**config.mk**
```make
export PLATFORM = sky130hd
export DESIGN_NAME = hdc_hbridge_drive_control
export DESIGN_NICKNAME = d
export VERILOG_FILES = /design/src/common/hdc_pkg.sv /design/src/core/hdc_hbridge_drive_control.sv
export SDC_FILE = /design/constraint.sdc
export NUM_CORES = 1
export LEC_CHECK = 0
export ABC_AREA = 1
export BUFFER_PORTS_ARGS = -buffer_cell sky130_fd_sc_hd__buf_4
export CAP_MARGIN = 20
export CELL_PAD_IN_SITES_DETAIL_PLACEMENT = 1
export CELL_PAD_IN_SITES_GLOBAL_PLACEMENT = 2
export CORE_ASPECT_RATIO = 0.75
export CORE_MARGIN = 3
export CORE_UTILIZATION = 25
export CTS_CLUSTER_SIZE = 10
export DETAILED_ROUTE_END_ITERATION = 10
export GPL_TIMING_DRIVEN = 0
export HOLD_SLACK_MARGIN = 0.15
export PLACE_DENSITY_LB_ADDON = 0.2
export SETUP_SLACK_MARGIN = 0.15
export SYNTH_ARGS = -nofsm -noshare
export SYNTH_HDL_FRONTEND = slang
export SYNTH_SLANG_ARGS = --single-unit
```
**constraint.sdc**
```tcl
create_clock -name clk -period 2.4 [get_ports clk]
set_clock_uncertainty 0.2 [all_clocks]
set_input_delay 0.6 -clock clk [delete_from_list [all_inputs] [get_ports clk]]
set_output_delay 0.6 -clock clk [all_outputs]
set_load 0.01 [all_outputs]
```
**src/common/hdc_pkg.sv**
```systemverilog
// Constants, register map and state encoding for the H-bridge drive control block.
// Assumes a 125 MHz system clock and an AXI4-Lite register slave with 32-bit data.
package hdc_pkg;
   // Clock and timing figures.
   localparam int CLK_PERIOD_NS = 8;
   localparam int QUAL_TIME_NS = 4000;
   // Short qualification rounds up to whole cycles.
   localparam int QUAL_CYCLES = (QUAL_TIME_NS + CLK_PERIOD_NS - 1) / CLK_PERIOD_NS;
   localparam int QUAL_W = 10;
   localparam logic [QUAL_W-1:0] QUAL_LAST = QUAL_W'(QUAL_CYCLES - 1);
   // Protection timer: capacitance times threshold over charge current.
   localparam int TIMER_CAP_PF = 100;
   localparam int TIMER_VTH_MV = 1000;
   localparam int TIMER_ICHG_NA = 5000;
   localparam int PROT_TIME_NS = TIMER_CAP_PF * TIMER_VTH_MV * 1000 / TIMER_ICHG_NA;
   localparam int PROT_CYCLES = PROT_TIME_NS / CLK_PERIOD_NS;
   localparam int TIMER_W = 16;
   localparam logic [TIMER_W-1:0] PROT_PERIOD_RST = TIMER_W'(PROT_CYCLES);
   localparam logic [TIMER_W-1:0] TIMER_ONE = 16'h0001;
   // Register byte offsets.
   localparam int ADDR_W = 8;
   localparam logic [ADDR_W-1:0] OFS_MODE_STATUS = 8'h00;
   localparam logic [ADDR_W-1:0] OFS_PROT_PERIOD = 8'h04;
   localparam logic [ADDR_W-1:0] OFS_IRQ_STATUS = 8'h08;
   localparam logic [ADDR_W-1:0] OFS_IRQ_MASK = 8'h0C;
   // Interrupt bit positions.
   localparam int IRQ_W = 3;
   localparam int IRQ_LIMIT = 0;
   localparam int IRQ_SHORT = 1;
   localparam int IRQ_LATCH = 2;
   localparam logic [IRQ_W-1:0] IRQ_RST = 3'h0;
   // AXI response codes.
   localparam logic [1:0] RESP_OKAY = 2'h0;
   localparam logic [1:0] RESP_SLVERR = 2'h2;
   localparam logic [31:0] DATA_ZERO = 32'h0000_0000;
   // Protection sequencer states.
   typedef enum logic [2:0] {
      ST_RUN = 3'b000,
      ST_LIMIT_BRAKE = 3'b001,
      ST_SHORT_OFF = 3'b010,
      ST_RECHECK = 3'b011,
      ST_LATCHED = 3'b100
   } hdc_state_t;
endpackage : hdc_pkg

```
**src/core/hdc_hbridge_drive_control.sv**
```systemverilog
// H-bridge drive control: direction decode, current-limit braking and short protection.
// Assumes all pin inputs are synchronous to clk and that the fault timer period
// register is written only while the bridge is idle.
module hdc_hbridge_drive_control
   import hdc_pkg::*;
(
   // Clock and reset.
   input wire logic clk,
   input wire logic rst,
   // Host control pins.
   input wire logic powerSaveInput,
   input wire logic directionCtlA,
   input wire logic directionCtlB,
   // Protection flags from the analog comparators.
   input wire logic currentLimitTrip,
   input wire logic shortDetectLeft,
   input wire logic shortDetectRight,
   // Bridge outputs: level and drive enable.
   output logic bridgeOutputLeft,
   output logic bridgeOutputLeftOe,
   output logic bridgeOutputRight,
   output logic bridgeOutputRightOe,
   // Interrupt.
   output logic irq,
   // AXI4-Lite write address and data.
   input wire logic [ADDR_W-1:0] s_axi_awaddr,
   input wire logic s_axi_awvalid,
   output logic s_axi_awready,
   input wire logic [31:0] s_axi_wdata,
   input wire logic [3:0] s_axi_wstrb,
   input wire logic s_axi_wvalid,
   output logic s_axi_wready,
   // AXI4-Lite write response.
   output logic [1:0] s_axi_bresp,
   output logic s_axi_bvalid,
   input wire logic s_axi_bready,
   // AXI4-Lite read.
   input wire logic [ADDR_W-1:0] s_axi_araddr,
   input wire logic s_axi_arvalid,
   output logic s_axi_arready,
   output logic [31:0] s_axi_rdata,
   output logic [1:0] s_axi_rresp,
   output logic s_axi_rvalid,
   input wire logic s_axi_rready
);
   hdc_state_t state_reg;
   hdc_state_t state_next;
   logic shortSide_reg;
   logic [QUAL_W-1:0] qual_reg;
   logic [TIMER_W-1:0] timer_reg;
   logic [TIMER_W-1:0] period_reg;
   logic [TIMER_W-1:0] periodEff;
   logic [IRQ_W-1:0] irqStatus_reg;
   logic [IRQ_W-1:0] irqMask_reg;
   logic [IRQ_W-1:0] irqEvents;
   logic [IRQ_W-1:0] irqClear;
   logic shortSel;
   logic qualDone;
   logic timerDone;
   logic driving;
   logic lOe, lLv, rOe, rLv;
   logic wrFire;
   logic rdFire;
   logic [31:0] rdData;
   logic rdHit;
   // A zero period is treated as one cycle, the same length that a period of one gives.
   assign periodEff = (period_reg == '0) ? TIMER_ONE : period_reg;
   assign timerDone = (timer_reg <= TIMER_ONE);
   assign driving = directionCtlA ^ directionCtlB;
   // Short flag watched: either output while running, the re-enabled one on recheck.
   always_comb begin
      if (state_reg == ST_RUN) begin
         shortSel = shortDetectLeft | shortDetectRight;
      end else if (state_reg == ST_RECHECK) begin
         shortSel = shortSide_reg ? shortDetectRight : shortDetectLeft;
      end else begin
         shortSel = 1'b0;
      end
   end
   assign qualDone = shortSel && (qual_reg == QUAL_LAST);
   // Qualification counter: counts continuous detection, restarts on any gap.
   always_ff @(posedge clk) begin
      if (rst || !powerSaveInput || !shortSel || qualDone) begin
         qual_reg <= '0;
      end else begin
         qual_reg <= qual_reg + 1'b1;
      end
   end
   // Sequencer next state; power save low overrides everything.
   always_comb begin
      state_next = state_reg;
      if (!powerSaveInput) begin
         state_next = ST_RUN;
      end else begin
         case (state_reg)
            ST_RUN: begin
               if (qualDone) begin
                  state_next = ST_SHORT_OFF;
               end else if (currentLimitTrip && driving) begin
                  state_next = ST_LIMIT_BRAKE;
               end
            end
            ST_LIMIT_BRAKE: begin
               if (timerDone) begin
                  state_next = ST_RUN;
               end
            end
            ST_SHORT_OFF: begin
               if (timerDone) begin
                  state_next = ST_RECHECK;
               end
            end
            ST_RECHECK: begin
               if (qualDone) begin
                  state_next = ST_LATCHED;
               end else if (!shortSel) begin
                  state_next = ST_RUN;
               end
            end
            ST_LATCHED: state_next = ST_LATCHED;
            default: state_next = ST_RUN;
         endcase
      end
   end
   // Sequencer state and the side on which the short was seen.
   always_ff @(posedge clk) begin
      if (rst) begin
         state_reg <= ST_RUN;
         shortSide_reg <= 1'b0;
      end else begin
         state_reg <= state_next;
         if (state_reg == ST_RUN && qualDone) begin
            shortSide_reg <= !shortDetectLeft;
         end
      end
   end
   // Shared protection timer, loaded on entry to either timed state.
   always_ff @(posedge clk) begin
      if (rst) begin
         timer_reg <= '0;
      end else if ((state_next == ST_LIMIT_BRAKE || state_next == ST_SHORT_OFF)
                   && state_next != state_reg) begin
         timer_reg <= periodEff;
      end else if (!timerDone) begin
         timer_reg <= timer_reg - TIMER_ONE;
      end
   end
   // Output decode from pins and sequencer state.
   always_comb begin
      lOe = 1'b0;
      lLv = 1'b0;
      rOe = 1'b0;
      rLv = 1'b0;
      if (!powerSaveInput || state_reg == ST_LATCHED) begin
         lOe = 1'b0;
      end else if (state_reg == ST_LIMIT_BRAKE) begin
         lOe = 1'b1;
         rOe = 1'b1;
      end else begin
         lOe = directionCtlA | directionCtlB;
         rOe = directionCtlA | directionCtlB;
         lLv = directionCtlA & !directionCtlB;
         rLv = directionCtlB & !directionCtlA;
         if (state_reg == ST_SHORT_OFF) begin
            if (shortSide_reg) begin
               rOe = 1'b0;
            end else begin
               lOe = 1'b0;
            end
         end
      end
   end
   // Registered bridge outputs.
   always_ff @(posedge clk) begin
      if (rst) begin
         bridgeOutputLeft <= 1'b0;
         bridgeOutputLeftOe <= 1'b0;
         bridgeOutputRight <= 1'b0;
         bridgeOutputRightOe <= 1'b0;
      end else begin
         bridgeOutputLeft <= lLv;
         bridgeOutputLeftOe <= lOe;
         bridgeOutputRight <= rLv;
         bridgeOutputRightOe <= rOe;
      end
   end
   // Protection events feeding the interrupt status.
   assign irqEvents[IRQ_LIMIT] = (state_reg == ST_RUN) && (state_next == ST_LIMIT_BRAKE);
   assign irqEvents[IRQ_SHORT] = (state_reg == ST_RUN) && (state_next == ST_SHORT_OFF);
   assign irqEvents[IRQ_LATCH] = (state_reg == ST_RECHECK) && (state_next == ST_LATCHED);
   // AXI write channel: address and data taken together, one response at a time.
   assign wrFire = s_axi_awvalid && s_axi_wvalid && !s_axi_bvalid;
   assign s_axi_awready = wrFire;
   assign s_axi_wready = wrFire;
   assign irqClear = (wrFire && s_axi_awaddr == OFS_IRQ_STATUS && s_axi_wstrb[0]) ?
                     s_axi_wdata[IRQ_W-1:0] : IRQ_RST;
   // Write response.
   always_ff @(posedge clk) begin
      if (rst) begin
         s_axi_bvalid <= 1'b0;
         s_axi_bresp <= RESP_OKAY;
      end else if (wrFire) begin
         s_axi_bvalid <= 1'b1;
         s_axi_bresp <= (s_axi_awaddr == OFS_PROT_PERIOD || s_axi_awaddr == OFS_IRQ_STATUS ||
                         s_axi_awaddr == OFS_IRQ_MASK || s_axi_awaddr == OFS_MODE_STATUS) ?
                        RESP_OKAY : RESP_SLVERR;
      end else if (s_axi_bready) begin
         s_axi_bvalid <= 1'b0;
      end
   end
   // Writable registers: protection period and interrupt mask.
   always_ff @(posedge clk) begin
      if (rst) begin
         period_reg <= PROT_PERIOD_RST;
         irqMask_reg <= IRQ_RST;
      end else if (wrFire) begin
         if (s_axi_awaddr == OFS_PROT_PERIOD) begin
            if (s_axi_wstrb[0]) begin
               period_reg[7:0] <= s_axi_wdata[7:0];
            end
            if (s_axi_wstrb[1]) begin
               period_reg[15:8] <= s_axi_wdata[15:8];
            end
         end
         if (s_axi_awaddr == OFS_IRQ_MASK && s_axi_wstrb[0]) begin
            irqMask_reg <= s_axi_wdata[IRQ_W-1:0];
         end
      end
   end
   // Sticky interrupt status: a new event wins over a write-one clear.
   always_ff @(posedge clk) begin
      if (rst) begin
         irqStatus_reg <= IRQ_RST;
      end else begin
         irqStatus_reg <= (irqStatus_reg & ~irqClear) | irqEvents;
      end
   end
   assign irq = |(irqStatus_reg & irqMask_reg);
   // Read decode.
   always_comb begin
      rdData = DATA_ZERO;
      rdHit = 1'b1;
      case (s_axi_araddr)
         OFS_MODE_STATUS: begin
            rdData[2:0] = state_reg;
            rdData[3] = shortSide_reg;
            rdData[4] = bridgeOutputLeftOe;
            rdData[5] = bridgeOutputLeft;
            rdData[6] = bridgeOutputRightOe;
            rdData[7] = bridgeOutputRight;
         end
         OFS_PROT_PERIOD: rdData[TIMER_W-1:0] = period_reg;
         OFS_IRQ_STATUS: rdData[IRQ_W-1:0] = irqStatus_reg;
         OFS_IRQ_MASK: rdData[IRQ_W-1:0] = irqMask_reg;
         default: rdHit = 1'b0;
      endcase
   end
   // Read channel: one read at a time, data registered.
   assign s_axi_arready = !s_axi_rvalid;
   assign rdFire = s_axi_arvalid && !s_axi_rvalid;
   always_ff @(posedge clk) begin
      if (rst) begin
         s_axi_rvalid <= 1'b0;
         s_axi_rdata <= DATA_ZERO;
         s_axi_rresp <= RESP_OKAY;
      end else if (rdFire) begin
         s_axi_rvalid <= 1'b1;
         s_axi_rdata <= rdData;
         s_axi_rresp <= rdHit ? RESP_OKAY : RESP_SLVERR;
      end else if (s_axi_rready) begin
         s_axi_rvalid <= 1'b0;
      end
   end
   // Helper: cycles spent so far in the current timed state.
   logic [TIMER_W-1:0] dwell_reg;
   always_ff @(posedge clk) begin
      if (rst || state_next != state_reg) begin
         dwell_reg <= '0;
      end else begin
         dwell_reg <= dwell_reg + TIMER_ONE;
      end
   end
endmodule : hdc_hbridge_drive_control

```
# Word-level counts from Yosys, hierarchy flattened
# Cells that the tools add are included.
# classes
add_sub_neg	2
order_cmp	1
eq_ne	16
muxes	31
bitwise	9
n_reduce_logical	41
# ops
operator	count
$mux 16	3
$eq 8x4->1 const B	4
$mux 3	8
$eq 8x3->1 const B	2
$le 16x1->1 const B	1
$logic_not 16->1	1
$logic_not 8->1	2
$sub 16x1->16 const B	1
$pmux 3 s5	1
$mux 1	14
$logic_and 1x1->1	13
$pmux 3 s4	1
$add 10x1->10 const B	1
$eq 10x9->1 const B	1
$pmux 5 s2	1
$eq 3x2->1 const B	3
$logic_or 1x1->1	8
$mux 8	1
$logic_not 1->1	7
$and 3x3->3	2
$eq 3x1->1 const B	2
$eq 3x3->1 const B	2
$reduce_and 3->1	2
$reduce_or 3->1	2
13 further kinds	17
# totals
register_bits	78
input_bits	65

# Depth between registers and ports, before layout
# Gate-level depths: netlist (run 1).
# depth
depth_word	11
mapped_depth	19
ltp_nobuf	19

# Worst setup path before layout (run 1)
# No wires, ideal clock.
# synth_path
path_kind	input -> register
from	input directionCtlA
to	register timer_reg[6]
setup_ps	128
arrival_ps	2023
slack_ps	50
path_stages	14
cell_sequence	inv_1 -> ha_1 -> nand2_1 -> o21ai_0 -> nand3_1 -> nand2_2 -> nand2_4 -> nand2_1 -> nand2_2 -> o21ai_4 -> buf_6 -> o21ai_0 -> o21ai_0 -> nor2_1
# synth_between
elab_chain_cells	10
# synth_lines
item	line	source
start: declaration	hdc_hbridge_drive_control.sv:12	input wire logic directionCtlA,
$xor 1x1->1 (*)	hdc_hbridge_drive_control.sv:69	assign driving = directionCtlA ^ directionCtlB;
$logic_and 1x1->1 (*)	hdc_hbridge_drive_control.sv:99	end else if (currentLimitTrip && driving) begin
$mux 3 (*)	hdc_hbridge_drive_control.sv:99	
$mux 3 (*)	hdc_hbridge_drive_control.sv:97	if (qualDone) begin
$pmux 3 s5 (*)	hdc_hbridge_drive_control.sv:95	case (state_reg)
$mux 3 (*)	hdc_hbridge_drive_control.sv:92	if (!powerSaveInput) begin
$eq 3x1->1 or $eq 3x2->1 (tied branches)	hdc_hbridge_drive_control.sv:141	end else if ((state_next == ST_LIMIT_BRAKE || state_next == ST_SHORT_OFF)
$logic_or 1x1->1	hdc_hbridge_drive_control.sv:141	
$logic_and 1x1->1 (*)	hdc_hbridge_drive_control.sv:142	&& state_next != state_reg) begin
$ne 2x1->1 (no line) or $mux 16 (tied branches)	n/a	
end signal: assignment	hdc_hbridge_drive_control.sv:143	timer_reg <= periodEff;
end signal: assignment	hdc_hbridge_drive_control.sv:145	timer_reg <= timer_reg - TIMER_ONE;
end: declaration	hdc_hbridge_drive_control.sv:50	logic [TIMER_W-1:0] timer_reg;
# Mark *: on every way between the ends. The rest lies on a longest branch, timed or not.
# A chain may end at the register's enable or synchronous reset.

# Worst setup path after layout (run 1)
# layout_path
from	register timer_reg[0]
to	register timer_reg[4]
# layout_between
elab_chain_cells	8
# layout_lines
item	line	source
$le 16x1->1	hdc_hbridge_drive_control.sv:68	assign timerDone = (timer_reg <= TIMER_ONE);
$mux 3, on equally long branches	hdc_hbridge_drive_control.sv:109, hdc_hbridge_drive_control.sv:104	
$pmux 3 s5	hdc_hbridge_drive_control.sv:95	
$mux 3	hdc_hbridge_drive_control.sv:92	
$eq 3x1->1 or $eq 3x2->1 (tied branches)	hdc_hbridge_drive_control.sv:141	
$logic_or 1x1->1	hdc_hbridge_drive_control.sv:141	
$logic_and 1x1->1	hdc_hbridge_drive_control.sv:142	
$ne 2x1->1 (no line) or $mux 16 (tied branches)	n/a	
# Several ways; a longest one is shown, not always the timed one. The select of a mux whose other input is x is not followed.

==> summary.txt, run 1 <==
Drt
  • Final routed DRC violation total: 0
  • Drt total wl: 13770 um
  • Vias post-DR: 3924
  • Post-DR wirelength/cell: about 16 um
  • Vias per cell: 4.444
  • Routed Antenna Nets: 0
  • First DRT Iteration DRCs: 135
  • First drt pass iteration count: 4

Logic synthesis
  • Post-synth EDFFs: 0
  • Top FF cell, synth: dfxtp_1
  • Post-synthesis sequential area ratio: approximately 40%
  • Cell variety after synth: 38
  • Synth Register Bits: 76
  • Asr flop ratio synth: 0%
  • Yosys warns: 0
  • Mapped Avg Cell Area: 6.985 sq um
  • Mapped Cells: 553
  • Synthesized cell area: 0.003862 sq mm

Pwr
  • Static leakage: 2.521 nW
  • Internal cell power: 3.256 mW
  • Sequential share of power: about 29%
  • Peak VDD IR: around 420 uV
  • PD cells: between 900 and 1000 mW/mm^2
  • Comb power frac: 44.0%
  • Clock power share: about 27%
  • P_sw: between 2 and 2.5 mW
  • Sw Ratio: 39.34%
  • Power Total: 5.368 mW

Clock tree
  • CTS tree: done
  • Skew-Pair Late Insertion Delay: between 0.3 and 0.4 ns
  • CTS H-tree lvls: 3
  • Max clock buf depth: 2
  • Clk slew on worst S/H paths: 0.07 ns
  • Hold Buf Count CTS: 0
  • Total clock sinks: 76
  • Total CTS buffers: 9
  • Root Buffer Master: clkbuf_16

Floorplan
  • I/O pin total: roughly 110
  • Die Wd: 149.5 um
  • Core Rows: 38
  • Die height: around 110 um
  • Die area: 0.01699 sq mm
  • Starting density of the core: 26.12%
  • Core footprint: 0.01479 sq mm

GRT
  • First-pass GRT wire length: 21310 um
  • Initial antenna violation count: 0
  • GRT Total Usage: 15.77%
  • Congestion Overflow GR: 0
  • Vias in the first global route: 3948
  • Largest net degree at the start of global routing: 17

Run
  • Max Cap Viol: 0

STA
  • Slew Limit Fails: 0
  • Relative slew slack: between 40% and 50%
  • Fmax achieved: roughly 0.41 GHz
  • Final worst slack: -0.02332 ns
  • Min Tclk post-route: ~2.4 ns
  • Setup TNS: -0.02827 ns
  • Final period util: 101.0%
  • RSZ-0062 raised after global routing: true
  • Worst Max-Slew Pin Slew: 0.8795 ns
  • Setup Viol. Count Final: 2
  • Final-report hold violation count: 0

Setup path
  • Critical path start-end classification: register to register
  • Worst Path Max Fanout: 6
  • Critical path arrival: 2.42 ns
  • Worst EP required: between 2 and 2.5 ns
  • CP dominant cell by count: nand2_4
  • Crit-path slowest cell: dfxtp_4
  • Worst setup EP type: register
  • CP max stage delay: 0.37 ns
  • CP Cell Sequence: inv_4 > ha_4 > inv_2 > nand2_2 > nand2_4 > nor2_4 > nand3_4 > nand2_2 > nand2_2 > nand2_4 > nand2_8 > nand2_4 > nand2_4 > o21ai_4 > buf_6 > o21ai_0 > o21ai_2 > nor2_1
  • Startpoint Class: register

Placed design
  • Gp weighted congestion: 0.8273
  • Port Buffer Count: 72
  • Hpwl dp: 10050 um
  • Pre-CTS WS: -0.5365 ns

Run status
  • Violated checks: negative setup slack
  • Status: complete, but fails checks

Final layout
  • Layout cells sized above 1: 33.38%
  • Ant. Diodes: 0
  • Commonest non-fill, non-tap cell in the layout: buf_4
  • Most frequent cells in the layout: 109 x buf_4, 93 x nand2_1, 73 x inv_1
  • Nets: 749
  • Area grow syn2layout: 46.65%
  • Filler cells: 1813
  • Final Core Density: 38.31%

Min path
  • Worst min path class: input port to register
metal layers:
layer / GRT usage, % / vias to the layer above / share of wire, %
li1: - / 2009 / -
met1: 23.00 / 1822 / 49
met2: 24.28 / 85 / 45
met3: 3.574 / 8 / 4.6
met4: 2.561 / 0 / 0.57
met5: 0 / - / 0
worst max-delay path: cells and delay by family, from the launching register on:
kind	cells	cell delay, ns
compound gates	3	0.43
fa+ha+maj	1	0.13
buf+inv	3	0.27
flops	1	0.37
simple gates	11	0.88
logic make-up after synthesis:
group / synth area share [%]
AOI/OAI and AO/OA: 15.55
DFF: 39.39
and+or+nand+nor: 26.82
other: 0.09709
xor gates and xnor gates: 2.948
buffers and inverters: 13.25
adders and majority gates: 1.944
cells in the mapped netlist (3+ instances only):
cell / n / area (sq um)
nand2_1: 107 / 401.6
inv_1: 81 / 304.0
dfxtp_1: 76 / 1521
nor2_1: 63 / 236.5
o21ai_0: 44 / 220.2
a21oi_1: 42 / 210.2
nand3_1: 27 / 135.1
buf_4: 19 / 142.6
xor2_1: 10 / 87.58
clkbuf_1: 9 / 33.78
o22ai_1: 9 / 56.30
nand4_1: 7 / 43.79
ha_1: 6 / 75.07
nand2_2: 6 / 37.54
nor4_1: 6 / 37.54
nor2_2: 5 / 31.28
nor3_1: 5 / 25.02
nand3_2: 3 / 30.03
o211ai_1: 3 / 22.52
xnor2_1: 3 / 26.28
repair_timing:
item	4_1_cts	5_1_grt
setup endpoints to repair	37	38
resized for setup	41	87
setup buffers	16	7
pin swaps	11	22
cloned	1	1
stage by stage:
step	area (sq um)	cells	hold slack, ns
finish	5664	883	0.2603
global route	5664	883	0.2605
CTS	5285	875	0.2529
detailed placement	4720	842	0.2531
global placement	4720	842	0.2288
floorplan	3929	570	0.2179
final timing paths:
| path | startpoint | end | slack, ns | depth (start not counted) |
|---|---|---|---|---|
| min | s_axi_wdata[8] | period_reg[8] | 0.26 | 3 |
| max reg2reg | timer_reg[0] | timer_reg[4] | -0.02 | 18 |
| max | timer_reg[0] | timer_reg[4] | -0.02 | 18 |
| min reg2reg | s_axi_rdata[14] | s_axi_rdata[14] | 0.27 | 2 |
power groups by stage:
stage	sequential (mW)	combinational [mW]	clock, mW
floorplan	1.53	1.16	0
global placement	1.55	1.53	0
detailed placement	1.55	1.54	0
CTS	1.54	1.81	1.48
global route	1.57	2.63	1.54
finish	1.55	2.36	1.45
cell type report:
type	count	area [sq um]	area share (%)
Multi-Input combinational cell	381	2263	39.96
Sequential cell	76	1540	27.19
Timing Repair Buffer	97	762.0	13.45
Inverter	81	316.6	5.589
Tap cell	200	250.2	4.418
Clock buffer	9	225.2	3.976
Buffer	32	220.2	3.888
Clock inverter	7	86.33	1.524
Note: power is estimated with default switching activity, not from simulation.
==> run 2, diff against run 1 <==
CORE_UTILIZATION = 26   (was 25)
CTS_BUF_LIST = sky130_fd_sc_hd__clkbuf_2 sky130_fd_sc_hd__clkbuf_4 sky130_fd_sc_hd__clkbuf_8   (was default)
==> run 2 against run 1 <==
  * The run now ends clean
  * Sequential share of layout area is 1.3 points higher
  * Via count fell by 0.38%
  * Count of clock-buffer cells in the layout grew 1
  * Register-to-register slack better by 0.05 ns
  * Routed wire length decreased by 6.0%
==> summary.txt, run 2 (synthesis gave the netlist of run 1 again) <==
Setup path
  • Crit-path slowest cell: dfxtp_4
  • CP Cell Sequence: inv_4 > ha_4 > inv_2 > nand2_2 > nand2_2 > nor2_4 > nand3_2 > nand2_2 > nand2_2 > nand2_4 > nand2_4 > nand2_4 > nand2_4 > o21ai_4 > buf_6 > inv_2 > nand2_1 > a21oi_2
  • Worst Path Max Fanout: 8
  • Critical path start-end classification: register to register
  • R2R Setup Slk: around 0.026 ns
  • CP max stage delay: around 0.37 ns
  • Cell family with the largest share of critical-path delay: simple AND/OR/NAND/NOR gates
  • Worst EP required: 2.41 ns
  • Startpoint Class: register
  • Critical path arrival: 2.39 ns
  • Worst path bufs/invs: 4
  • Worst setup EP type: register

Drt
  • Final routed DRC violation total: 0
  • First DRT Iteration DRCs: approximately 140
  • Vias post-DR: 3909
  • Routed Antenna Nets: 0
  • First drt pass iteration count: 4
  • Vias per cell: 4.493
  • Drt total wl: 12940 um
  • Post-DR wirelength/cell: 14.88 um

STA
  • RSZ-0062 raised after global routing: true
  • Worst hold slack: 0.2516 ns
  • Relative slew slack: 42.64%
  • Slew Limit Fails: 0
  • Worst Max-Slew Pin Slew: about 0.86 ns
  • Final period util: 98.92%
  • Final worst slack: roughly 0.026 ns
  • Final-report hold violation count: 0
  • Min Tclk post-route: between 2 and 2.5 ns
  • Setup TNS: 0 ns
  • Fmax achieved: 0.4212 GHz
  • Setup Viol. Count Final: 0

Floorplan
  • Die area: roughly 0.016 sq mm
  • Starting density of the core: 27.35%
  • Core footprint: 0.01412 sq mm
  • Die Wd: 146.7 um
  • Die height: 111.6 um
  • Core Rows: 37
  • I/O pin total: about 110

Placed design
  • Hpwl dp: 9809 um
  • Port Buffer Count: 72
  • Pre-CTS WS: -0.4750 ns
  • Gp weighted congestion: 0.7844
  • Placed cell area: between 0.004 and 0.005 sq mm

Clock tree
  • Skew-Pair Late Insertion Delay: 0.36 ns
  • Total CTS buffers: 9
  • CTS tree: done
  • Max clock buf depth: 2
  • CTS H-tree lvls: 3
  • Total clock sinks: 76
  • Root Buffer Master: clkbuf_8
  • Clk slew on worst S/H paths: 0.08 ns

GRT
  • Largest net degree at the start of global routing: 12
  • Initial antenna violation count: 0
  • Vias in the first global route: 4031
  • Congestion Overflow GR: 0
  • GRT Total Usage: ~16%
  • First-pass GRT wire length: 20670 um

Final layout
  • Commonest non-fill, non-tap cell in the layout: buf_4
  • Sequential cell area: 0.001533 sq mm
  • Layout cells sized above 1: 30.22%
  • Final Instance Area: 0.005385 sq mm
  • Most frequent cells in the layout: 104 x buf_4, 96 x nand2_1, 74 x inv_1
  • Ant. Diodes: 0
  • Filler cells: roughly 1700
  • Area grow syn2layout: 39.42%
  • Area of the multi-input gates: about 0.0021 sq mm
  • Nets: 744

Pwr
  • Power Total: 4.668 mW
  • Static leakage: 2.441 nW
  • Peak VDD IR: approximately 320 uV
  • PD cells: slightly below 900 mW/mm^2

Min path
  • Worst min path class: input port to register

Run status
  • Status: finished clean

Run
  • Max Cap Viol: 0
==> run 2: repair_timing <==
item,CTS,global route
setup endpoints to repair,28,39
resized for setup,54,43
cloned,0,1
hold buffers,0,0
pin swaps,8,18
hold endpoints to repair,0,0
setup buffers,14,5
==> run 2: path summary, 6_finish.rpt <==
path,cells after the start,end,start
min,3,period_reg[11],s_axi_wdata[11]
min reg2reg,2,s_axi_rdata[13],s_axi_rdata[13]
max,18,timer_reg[2],timer_reg[0]
max reg2reg,18,timer_reg[2],timer_reg[0]
==> run 2: worst register-to-register path, delay by kind of cell, from the launching register on <==
| kind | cells | cell delay, ns |
|---|---|---|
| flip-flops | 1 | 0.37 |
| AND/OR/NAND/NOR | 11 | 0.96 |
| adder cells (fa/ha/maj) | 1 | 0.13 |
| buffers and inverters | 4 | 0.35 |
| AO/OA/AOI/OAI | 2 | 0.22 |
==> run 2: final cells by class <==
cell class                      instances  share of cell area (%)
Multi-Input combinational cell        381                   39.87
Sequential cell                        76                   28.46
Timing Repair Buffer                   92                   13.73
Inverter                               81                   5.785
Tap cell                              195                   4.531
Buffer                                 32                   3.973
Clock buffer                           10                   2.440
Clock inverter                          3                   1.208
==> run 2: report_power, final <==
part           internal (mW)  leakage [nW]  switching [mW]  total (mW)
Clock                  0.579         0.101           0.472        1.05
Sequential              1.42         0.621           0.134        1.55
Combinational          0.890          1.72            1.17        2.06
Total                   2.89          2.44            1.78        4.67
==> run 2: through the flow <==
| stage | cells | util (%) |
|---|---|---|
| after global routing | 870 | 38.14 |
| after detailed placement | 837 | 33.38 |
| after floorplan | 570 | - |
| final | 870 | 38.14 |
| after global placement | 837 | 33.38 |
| after CTS | 864 | 36.66 |
==> run 2: per-layer routing <==
layer / part of all wire [%] / vias up / track usage, %
li1: - / 1986 / -
met1: 50 / 1841 / 21.81
met2: 45 / 71 / 24.33
met3: 3.8 / 11 / 4.353
met4: 1.3 / 0 / 3.697
met5: 0 / - / 0
==> run 3, diff against run 2 <==
CELL_PAD_IN_SITES_DETAIL_PLACEMENT = default   (was 1)
CELL_PAD_IN_SITES_GLOBAL_PLACEMENT = default   (was 2)
CORE_UTILIZATION = 35   (was 26)
clock period = 3 ns   (was 2.4 ns; I/O delays follow)
==> run 3 against run 2 <==
  * Design area decreased by 8.5%
  * Hold slack improved by 0.0020 ns
  * Largest cell class unchanged
  * Sequential power decreased by 21%
  * Routed wire length decreased by 20%
==> summary.txt, run 3 (synthesis gave the netlist of run 1 again) <==
Floorplan
  • I/O pin total: 111
  • Starting density of the core: 36.68%
  • Die area: between 0.01 and 0.015 sq mm
  • Core footprint: 0.01053 sq mm
  • Core Rows: 32
  • Die height: 96.98 um
  • Die Wd: 127.3 um

GRT
  • GRT Total Usage: 16.88%
  • First-pass GRT wire length: 16800 um
  • Vias in the first global route: about 3500
  • Initial antenna violation count: 0
  • Largest net degree at the start of global routing: 14
  • Congestion Overflow GR: 0

Setup path
  • CP max stage delay: 0.73 ns
  • Startpoint Class: input port
  • Crit-path slowest cell: nor4_1
  • Worst Path Max Fanout: 9
  • CP Cell Sequence: buf_4 > nor4_1 > nand4_2 > nor2_1 > nand2_1 > a21oi_1
  • Worst EP required: 3.09 ns
  • Worst setup EP type: register
  • Critical path arrival: 2.74 ns
  • Critical path start-end classification: input port to register

Final layout
  • Final Instance Area: 0.004930 sq mm
  • Area of the multi-input gates: 0.001896 sq mm
  • Ant. Diodes: 0
  • Layout cells sized above 1: 20.57%
  • Commonest non-fill, non-tap cell in the layout: nand2_1
  • Sequential cell area: 0.001521 sq mm
  • Area grow syn2layout: 27.63%
  • Most frequent cells in the layout: 107 x nand2_1, 94 x buf_4, 81 x inv_1
  • Filler cells: roughly 1100
  • Nets: 727

Clock tree
  • Max clock buf depth: 2
  • Root Buffer Master: clkbuf_8
  • Total CTS buffers: 9
  • Clk slew on worst S/H paths: 0.08 ns
  • Skew-Pair Late Insertion Delay: 0.36 ns
  • CTS tree: done
  • CTS H-tree lvls: 3
  • Hold Buf Count CTS: 0
  • Total clock sinks: 76

Drt
  • Drt total wl: ~10000 um
  • Routed Antenna Nets: 0
  • First DRT Iteration DRCs: 372
  • Final routed DRC violation total: 0
  • Post-DR wirelength/cell: 13.04 um
  • First drt pass iteration count: 4
  • Vias post-DR: ~3800
  • Vias per cell: 4.718

Run
  • Max Cap Viol: 0

STA
  • Fmax achieved: 0.3769 GHz
  • Setup TNS: 0 ns
  • Setup Viol. Count Final: 0
  • RSZ-0062 raised after global routing: false
  • Final worst slack: about 0.35 ns
  • Final-report hold violation count: 0
  • Slew Limit Fails: 0
  • Relative slew slack: 43.73%
  • Min Tclk post-route: around 2.7 ns
  • Final period util: 88.44%
  • Worst Max-Slew Pin Slew: 0.8363 ns
  • Worst hold slack: between 0.2 and 0.3 ns

Pwr
  • Power Total: approximately 3.5 mW
  • Peak VDD IR: 305.6 uV
  • PD cells: 706.0 mW/mm^2
  • Static leakage: 2.315 nW

Placed design
  • Port Buffer Count: 72
  • Hpwl dp: 8158 um
  • Gp weighted congestion: 0.8759
  • Pre-CTS WS: 0.01327 ns
  • Placed cell area: approximately 0.0046 sq mm

Min path
  • Worst min path class: register to register

Run status
  • Status: finished clean
run 3: metal layers:
metal  vias up  global-route usage, %  part of all wire, %  wire length (um)
met5         -                      0                    0                 0
met4         0                  2.721                 0.43                45
met3         8                  5.353                  6.4               670
met2       105                  25.92                   44              4617
met1      1697                  23.57                   49              5062
li1       1950                      -                    -                 -
run 3: power by group:
group	total (mW)	internal (mW)	switching, mW
combinational	1.22	0.492	0.723
clock	1.05	0.647	0.399
sequential	1.22	1.13	0.0909
total	3.48	2.27	1.21
run 3: repair_timing:
item,4_1_cts,5_1_grt
endpoints found under the hold margin,0,0
buffers inserted,0,3
gates resized for setup,0,1
endpoints found under the setup margin,0,12
run 3: worst max-delay path, delay by kind of cell:
family                 cells  cell delay, ns
buffers and inverters      1            0.11
AO/OA/AOI/OAI              1            0.14
AND/OR/NAND/NOR            4            1.74
run 3: cell type report:
cell class / instances / share of cell area (%)
clock inverters: 6 / 2.767
plain buffers: 32 / 4.213
inverters: 81 / 6.168
flip-flops and latches: 76 / 30.86
multi-input cells: 381 / 38.45
repair buffers: 75 / 11.42
clock buffers: 10 / 2.665
well taps: 136 / 3.452
run 3: worst paths after layout:
check | from | endpoint | slack, ns | depth (start not counted)
worst max-delay path | s_axi_araddr[5] | s_axi_rdata[8] | 0.35 | 6
worst min-delay path | qual_reg[0] | qual_reg[0] | 0.25 | 1
worst max register to register | timer_reg[0] | timer_reg[5] | 0.40 | 17
worst min register to register | qual_reg[0] | qual_reg[0] | 0.25 | 1
run 3: per-stage QoR:
step	utilization (%)	instances
floorplan	-	570
global placement	44.04	778
detailed placement	44.04	778
CTS	46.58	794
global route	46.82	797
finish	46.82	797
